===== config.mk =====
export PLATFORM = sky130hd
export DESIGN_NAME = dual_adc_serial_readout
export DESIGN_NICKNAME = d
export VERILOG_FILES = /design/src/dual_adc_pkg.sv /design/src/lane_if.sv /design/src/lane_shifter.sv /design/src/dual_adc_serial_readout.sv
export VERILOG_INCLUDE_DIRS = /design/src
export SDC_FILE = /design/constraint.sdc
export NUM_CORES = 1
export LEC_CHECK = 0
export ABC_AREA = 1
export BUFFER_PORTS_ARGS = -buffer_cell sky130_fd_sc_hd__buf_4
export CORE_MARGIN = 2
export CORE_UTILIZATION = 35
export CTS_CLUSTER_SIZE = 8
export DETAILED_ROUTE_END_ITERATION = 8
export PLACE_DENSITY_LB_ADDON = 0.1
export SETUP_SLACK_MARGIN = 0.05
export SLEW_MARGIN = 20
export SYNTH_ARGS = -nofsm -noshare
export SYNTH_HDL_FRONTEND = slang
export SYNTH_SLANG_ARGS = --single-unit

===== constraint.sdc =====
create_clock -name sys_clk -period 4 [get_ports sys_clk]
set_clock_uncertainty 0.15 [all_clocks]
set_input_delay 0.4 -clock sys_clk [delete_from_list [all_inputs] [get_ports sys_clk]]
set_output_delay 0.4 -clock sys_clk [all_outputs]
set_load 0.01 [all_outputs]

===== src/dual_adc_consts.svh =====
// What this block does
// - conversion advances only on host serial clock edges, no internal clock.
// - frame select falling samples both inputs, starts conversion, drives both outputs.
// - after 13 falling edges, sampler returns to track on next rising edge.
// - a 16-clock frame shifts two zeros after the last result bit.
// - frame select rising aborts conversion and releases both outputs.
// - held low further clocks, line a then shifts converter b's result.
// - held low further clocks, line b then shifts converter a's result.
// - extended frame releases the line at 32nd falling edge or frame end.
// - first leading zero appears as soon as frame select falls.
// - each later falling edge shifts next bit; first gives second zero.
// - 12-bit result follows MSB first, last bit launched at 13th fall.
// - rising edges before the first falling edge are ignored.
// - a falling edge coincident with frame select falling is not counted.
// - frame ended after 2nd, before 10th fall enters partial power-down.
// - frame ended before 2nd falling edge leaves power state unchanged.
// - from partial power-down, a frame ended after 2nd, before 10th fall enters full power-down.
// - frame held past 10th fall powers up; its result is a dummy.
`ifndef DUAL_ADC_CONSTS_SVH
`define DUAL_ADC_CONSTS_SVH

// ==========================================================
// result format
`define RES_W         12
`define LEAD_ZEROS    2

// ==========================================================
// falling edge counts within a frame
`define FALL_TRACK    6'h0d
`define FALL_PD_LO    6'h02
`define FALL_PD_HI    6'h0a
`define FALL_END      6'h20
`define FALL_CNT_W    6

// ==========================================================
// reset values
`define PIN_IDLE      1'b1
`define TRACK_RST     1'b1

`endif


===== src/dual_adc_pkg.sv =====
package dual_adc_pkg;

    // ==========================================================
    // power states
    typedef enum logic [1:0] {
        pwr_normal  = 2'b00,
        pwr_partial = 2'b01,
        pwr_full    = 2'b10
    } pwr_state_t;

endpackage : dual_adc_pkg


===== src/lane_if.sv =====
`timescale 1ns/1ps
`default_nettype none

interface lane_if #(
    parameter int unsigned W = 12
);
    logic         load;
    logic         shift;
    logic [W-1:0] first;
    logic [W-1:0] second;
    logic         bit_out;

    modport ctrl (output load, output shift, output first, output second, input bit_out);
    modport lane (input load, input shift, input first, input second, output bit_out);
endinterface : lane_if

`default_nettype wire


===== src/lane_shifter.sv =====
`timescale 1ns/1ps
`default_nettype none
`include "dual_adc_consts.svh"

module lane_shifter #(
    parameter int unsigned W = `RES_W
) (
    // clock, reset and freeze
    input  wire logic sys_clk,
    input  wire logic nrst,
    input  wire logic clk_en,
    // control from the frame logic
    lane_if.lane      port
);
    localparam int unsigned LZ = `LEAD_ZEROS;
    localparam int unsigned FW = 2 * W + 4 * LZ;

    logic [FW-1:0] sr;
    logic [FW-1:0] next_sr;
    logic [FW-1:0] word;
    logic          out_bit;
    logic          next_out_bit;

    // ==========================================================
    // frame word: zeros, own result, zeros, zeros, other result, zeros
    assign word = {{LZ{1'b0}}, port.first, {(2*LZ){1'b0}}, port.second, {LZ{1'b0}}};

    always_comb begin
        next_sr      = sr;
        next_out_bit = out_bit;
        if (port.load) begin
            next_out_bit = word[FW-1];
            next_sr      = {word[FW-2:0], 1'b0};
        end else if (port.shift) begin
            next_out_bit = sr[FW-1];
            next_sr      = {sr[FW-2:0], 1'b0};
        end
    end

    always_ff @(posedge sys_clk or negedge nrst) begin
        if (!nrst) begin
            sr      <= '0;
            out_bit <= 1'b0;
        end else if (clk_en) begin
            sr      <= next_sr;
            out_bit <= next_out_bit;
        end
    end

    assign port.bit_out = out_bit;

endmodule : lane_shifter

`default_nettype wire


===== src/dual_adc_serial_readout.sv =====
`timescale 1ns/1ps
`default_nettype none
`include "dual_adc_consts.svh"

module dual_adc_serial_readout #(
    parameter int unsigned RES_W = `RES_W
) (
    // clock, reset and freeze
    input  wire logic             sys_clk,
    input  wire logic             nrst,
    input  wire logic             clk_en,
    // host link pins
    input  wire logic             frame_sel_n,
    input  wire logic             serial_clk,
    output logic                  serial_out_a,
    output logic                  serial_out_a_oe_n,
    output logic                  serial_out_b,
    output logic                  serial_out_b_oe_n,
    // converter core
    input  wire logic [RES_W-1:0] conv_a,
    input  wire logic [RES_W-1:0] conv_b,
    output logic                  track,
    output dual_adc_pkg::pwr_state_t power_state,
    output logic                  dummy_frame
);

    // ==========================================================
    // pin synchronisers
    logic cs_m;
    logic cs_s;
    logic cs_d;
    logic sclk_m;
    logic sclk_s;
    logic sclk_d;

    // both pins are asynchronous; link edges are found by the system clock
    always_ff @(posedge sys_clk or negedge nrst) begin
        if (!nrst) begin
            cs_m   <= `PIN_IDLE;
            cs_s   <= `PIN_IDLE;
            cs_d   <= `PIN_IDLE;
            sclk_m <= `PIN_IDLE;
            sclk_s <= `PIN_IDLE;
            sclk_d <= `PIN_IDLE;
        end else if (clk_en) begin
            cs_m   <= frame_sel_n;
            cs_s   <= cs_m;
            cs_d   <= cs_s;
            sclk_m <= serial_clk;
            sclk_s <= sclk_m;
            sclk_d <= sclk_s;
        end
    end

    logic cs_fall;
    logic cs_rise;
    logic sclk_fall;
    logic sclk_rise;
    logic count_fall;

    assign cs_fall   = cs_d & ~cs_s;
    assign cs_rise   = ~cs_d & cs_s;
    assign sclk_fall = sclk_d & ~sclk_s;
    assign sclk_rise = ~sclk_d & sclk_s;

    // ==========================================================
    // frame state
    logic                           active;
    logic                           next_active;
    logic [`FALL_CNT_W-1:0]         fcnt;
    logic [`FALL_CNT_W-1:0]         next_fcnt;
    logic                           next_track;
    logic                           drive;
    logic                           next_drive;
    logic                           next_dummy;
    dual_adc_pkg::pwr_state_t       pwr;
    dual_adc_pkg::pwr_state_t       next_pwr;

    lane_if #(.W(RES_W)) lane_a ();
    lane_if #(.W(RES_W)) lane_b ();

    function automatic dual_adc_pkg::pwr_state_t deeper(input dual_adc_pkg::pwr_state_t p);
        case (p)
            dual_adc_pkg::pwr_normal: deeper = dual_adc_pkg::pwr_partial;
            default:                  deeper = dual_adc_pkg::pwr_full;
        endcase
    endfunction : deeper

    // only edges counted while the frame is open; the sequence is paced
    // purely by link edges, never by a free-running timer
    assign count_fall = active & sclk_fall & ~cs_fall & ~cs_rise
                        & (fcnt < `FALL_END);

    always_comb begin
        next_active  = active;
        next_fcnt    = fcnt;
        next_track   = track;
        next_drive   = drive;
        next_dummy   = dummy_frame;
        next_pwr     = pwr;
        lane_a.load  = 1'b0;
        lane_a.shift = 1'b0;
        if (cs_rise) begin
            // abort: outputs released, sampler back to track
            next_active = 1'b0;
            next_drive  = 1'b0;
            next_track  = 1'b1;
            // short glitches below the second fall leave the power state unchanged
            if (active && fcnt >= `FALL_PD_LO && fcnt < `FALL_PD_HI) begin
                next_pwr = deeper(pwr);
            end
        end else if (cs_fall) begin
            next_active = 1'b1;
            next_fcnt   = '0;
            next_drive  = 1'b1;
            next_track  = 1'b0;
            next_dummy  = (pwr != dual_adc_pkg::pwr_normal);
            lane_a.load = 1'b1;
        end else if (count_fall) begin
            next_fcnt    = fcnt + 1'b1;
            lane_a.shift = 1'b1;
            if (next_fcnt == `FALL_END) begin
                next_drive = 1'b0;
            end
            if (next_fcnt == `FALL_PD_HI) begin
                next_pwr = dual_adc_pkg::pwr_normal;
            end
        end else if (sclk_rise && active && fcnt >= `FALL_TRACK) begin
            // rising edges before the first fall leave fcnt at zero here
            next_track = 1'b1;
        end
    end

    always_ff @(posedge sys_clk or negedge nrst) begin
        if (!nrst) begin
            active      <= 1'b0;
            fcnt        <= '0;
            track       <= `TRACK_RST;
            drive       <= 1'b0;
            dummy_frame <= 1'b0;
            pwr         <= dual_adc_pkg::pwr_normal;
        end else if (clk_en) begin
            active      <= next_active;
            fcnt        <= next_fcnt;
            track       <= next_track;
            drive       <= next_drive;
            dummy_frame <= next_dummy;
            pwr         <= next_pwr;
        end
    end

    // ==========================================================
    // output lanes: each shows its own result, then the other one
    assign lane_a.first  = conv_a;
    assign lane_a.second = conv_b;
    assign lane_b.load   = lane_a.load;
    assign lane_b.shift  = lane_a.shift;
    assign lane_b.first  = conv_b;
    assign lane_b.second = conv_a;

    lane_shifter #(.W(RES_W)) u_lane_a (
        .sys_clk (sys_clk),
        .nrst    (nrst),
        .clk_en  (clk_en),
        .port    (lane_a.lane)
    );

    lane_shifter #(.W(RES_W)) u_lane_b (
        .sys_clk (sys_clk),
        .nrst    (nrst),
        .clk_en  (clk_en),
        .port    (lane_b.lane)
    );

    assign serial_out_a      = lane_a.bit_out;
    assign serial_out_b      = lane_b.bit_out;
    assign serial_out_a_oe_n = ~drive;
    assign serial_out_b_oe_n = ~drive;
    assign power_state       = pwr;
endmodule : dual_adc_serial_readout

`default_nettype wire


==> impl_metrics.py <==
metrics = {
    "sta": {
        "slew_violations": 0,
        "fmax_ghz": 0.370,
        "setup_tns_ns": 0,
        "slew_headroom": 0.515,
        "fin_crit_sh": 0.675,
        "timing.hold.ws_ns": 0.114,
        "period_needed_ns": 2.70,
        "hold_viol": 0,
        "rsz0062_at_grt": "false",
        "setup_viol": 0,
        "worst_slew_pin_slew_ns": 0.728,
    },
    "floorplanning": {
        "start_util": 0.362,
        "die_w_microns": 107,
        "row_count": 37,
        "dieArea_sq_mm": 0.0115,
        "core_sq_mm": 0.0103,
        "ioPinCount": 37,
        "die_h_microns": 107,
    },
    "logic_synthesis": {
        "syn_nets": 494,
        "yosys.area.top_type_share": 0.476,
        "synth-main-ff-cell": "dfrtp_1",
        "synth.most_common_cell": "nand2_1",
        "syn_inst": 460,
        "ys_seq_elements": 78,
        "ys_seq_area_frac": 0.525,
        "syn_avg_cell_area_sq_um": 8.12,
        "synth_common_cells": "122 x nand2_1, 86 x o21ai_0, 78 x inv_1, 71 x dfrtp_1",
        "syn_area_sq_mm": 0.00373,
        "synthDistinctLibCells": 25,
        "synth_warnings": 0,
        "synth.area.top_cells": "dfrtp_1 48%, nand2_1 12%, o21ai_0 12%",
        "async_flop_share": 1.00,
        "synth_edf_count": 0,
        "yosys.area.top_type": "dfrtp_1",
    },
    "cts": {
        "cts-htree-levels": 3,
        "cts_hold_buffers": 0,
        "cts_setup_buffers": 0,
        "cts_buffer_depth": 2,
        "clock_sinks": 78,
        "cts-root-buf": "clkbuf_8",
        "cts_tree": "yes",
        "cts.clk_slew.worst_paths_ns": 0.07,
        "ctsResizeCount": 0,
        "clk_latency_ns": 0.34,
        "numCtsBuffers": 9,
    },
    "worst_setup_path": {
        "worstPathMaxFanout": 62,
        "end_kind": "flop",
        "crit_chain": "inv_1 > ha_2 > nor2_2 > nand4_2 > nand2_2 > nand2_4 > inv_2 > buf_12 > nand2_1 > o21ai_1",
        "cp.arrival_ns": 2.81,
        "max_stage_delay_ns": 0.56,
        "critPathLaunchType": "flop",
        "cpMaxStageDelayCell": "dfstp_2",
        "critPathKind": "reg2reg",
        "cp.required_ns": 4.11,
    },
    "layout": {
        "final_util": 0.408,
        "final_nets": 521,
        "diodes": 0,
        "drive_gt1_frac": 0.132,
        "final_cells": 628,
        "ff_latch_area_sq_mm": 0.00196,
        "n_fill_cell": 1087,
        "multi_input_area_sq_mm": 0.00131,
        "finish.instance_area_sq_mm": 0.00421,
        "syn_to_final_growth_pct": 12.8,
    },
    "global_routing": {
        "grt_pass1_wl_microns": 12900,
        "grt.busiest_layer": "met2",
        "grt_overflow": 0,
        "grt_pass1_vias": 2718,
        "antenna_found_initial": 0,
        "grt_use_met1": 0.199,
        "grt_util_met2": 0.208,
        "grtUsageTotal": 0.142,
        "gr-usage-met3": 0.0369,
        "grt_max_degree": 79,
    },
    "detailed_routing": {
        "drc": 0,
        "wire_per_inst_microns": 11.6,
        "viasPerCell": 4.52,
        "dr_total_vias": 2840,
        "wl_microns": 7320,
        "postRouteAntennaNets": 0,
        "first_pass_iters": 5,
        "first_iter_violations": 125,
    },
    "placement": {
        "placed_area_sq_mm": 0.00404,
        "hpwl_microns": 4850,
        "dp_cells": 611,
        "port_buffers": 36,
        "place_congestion": 0.803,
    },
    "hold_path": {
        "min_path_type": "in2reg",
    },
    "power_and_ir_drop": {
        "pwr_density_cell_mw_per_mm2": 562,
        "leakage_nw": 2.02,
        "ir_drop_mv": 0.217,
    },
    "outcome": {
        "outcome": "completed",
    },
    "flow_run": {
        "maxCapViolCount": 0,
    },
}
## metal layers
layer / vias up / part of all wire
met1: 1286 / 0.50
met3: 8 / 0.040
met5: - / 0
met4: 0 / 0.013
li1: 1501 / -
met2: 45 / 0.44
## critical path: cells and delay by family (launching register included)
kind / cells / cell delay, ns
AOI/OAI and AO/OA: 1 / 0.09
and+or+nand+nor: 5 / 0.59
buffers and inverters: 3 / 0.80
adders and majority gates: 1 / 0.37
DFF: 1 / 0.56
## cells in the final DEF (no fill, tap or decap), drive strengths merged
cell and instances:
nand4 3, dfstp 7, nor2 17, inv 80, clkbuf 15, ha 5, nand2 124, o21ai 101
o221ai 1, clkinv 1, dfrtp 71, buf 38, nand3 8, or2 1, nor3 1, dlygate4sd3 1
o22ai 14, a21oi 4
## kinds of logic (layout without fill, tap and decap cells)
family,count (synthesis),after routing,synth area share
AO/OA/AOI/OAI,120,120,0.167
adder cells (fa/ha/maj),5,5,0.0168
buffers and inverters,103,135,0.125
flip-flops,78,78,0.525
AND/OR/NAND/NOR,154,154,0.166
## path summary, 6_finish.rpt
path | to | slack (ns) | cells past startpoint | startpoint
min in group asynchronous | u_lane_a.sr[9]$_DFFE_PN0P_ | 0.50 | 2 | nrst
max in group asynchronous | u_lane_b.sr[17]$_DFFE_PN0P_ | 2.68 | 2 | nrst
max | u_lane_a.sr[11]$_DFFE_PN0P_ | 1.30 | 10 | cs_s$_DFFE_PN1P_
min reg2reg | cs_m$_DFFE_PN1P_ | 0.32 | 2 | cs_m$_DFFE_PN1P_
max reg2reg | u_lane_a.sr[11]$_DFFE_PN0P_ | 1.30 | 10 | cs_s$_DFFE_PN1P_
min | cs_m$_DFFE_PN1P_ | 0.11 | 3 | frame_sel_n
## stage by stage
| stage | worst slack [ns] | total power (W) |
|---|---|---|
| floorplan | 2.05 | 0.00168 |
| global placement | 1.33 | 0.00186 |
| detailed placement | 1.30 | 0.00187 |
| CTS | 1.27 | 0.00240 |
| global route | 1.05 | 0.00259 |
| finish | 1.30 | 0.00237 |
## report_power, final
part           total, W  leakage (nW)  switching, W  internal (W)
Combinational  0.000671         0.924      0.000413      0.000258
Clock          0.000518        0.0817      0.000274      0.000244
Sequential      0.00118          1.01      0.000106       0.00107
## layout make-up
cell class              instances  share of cell area
repair buffers                 39              0.0740
multi-input cells             279               0.310
clock inverters                 1             0.00119
inverters                      80              0.0713
well taps                     136              0.0404
flip-flops and latches         78               0.466
clock buffers                  15              0.0371
## flip-flops by register name, indices dropped and copies added, names as in the netlist, 2 cells and up
signal	cells
u_lane_a.sr	29
power_state	2
u_lane_b.sr	29
fcnt	6
Power figures use the tool's default switching activity.
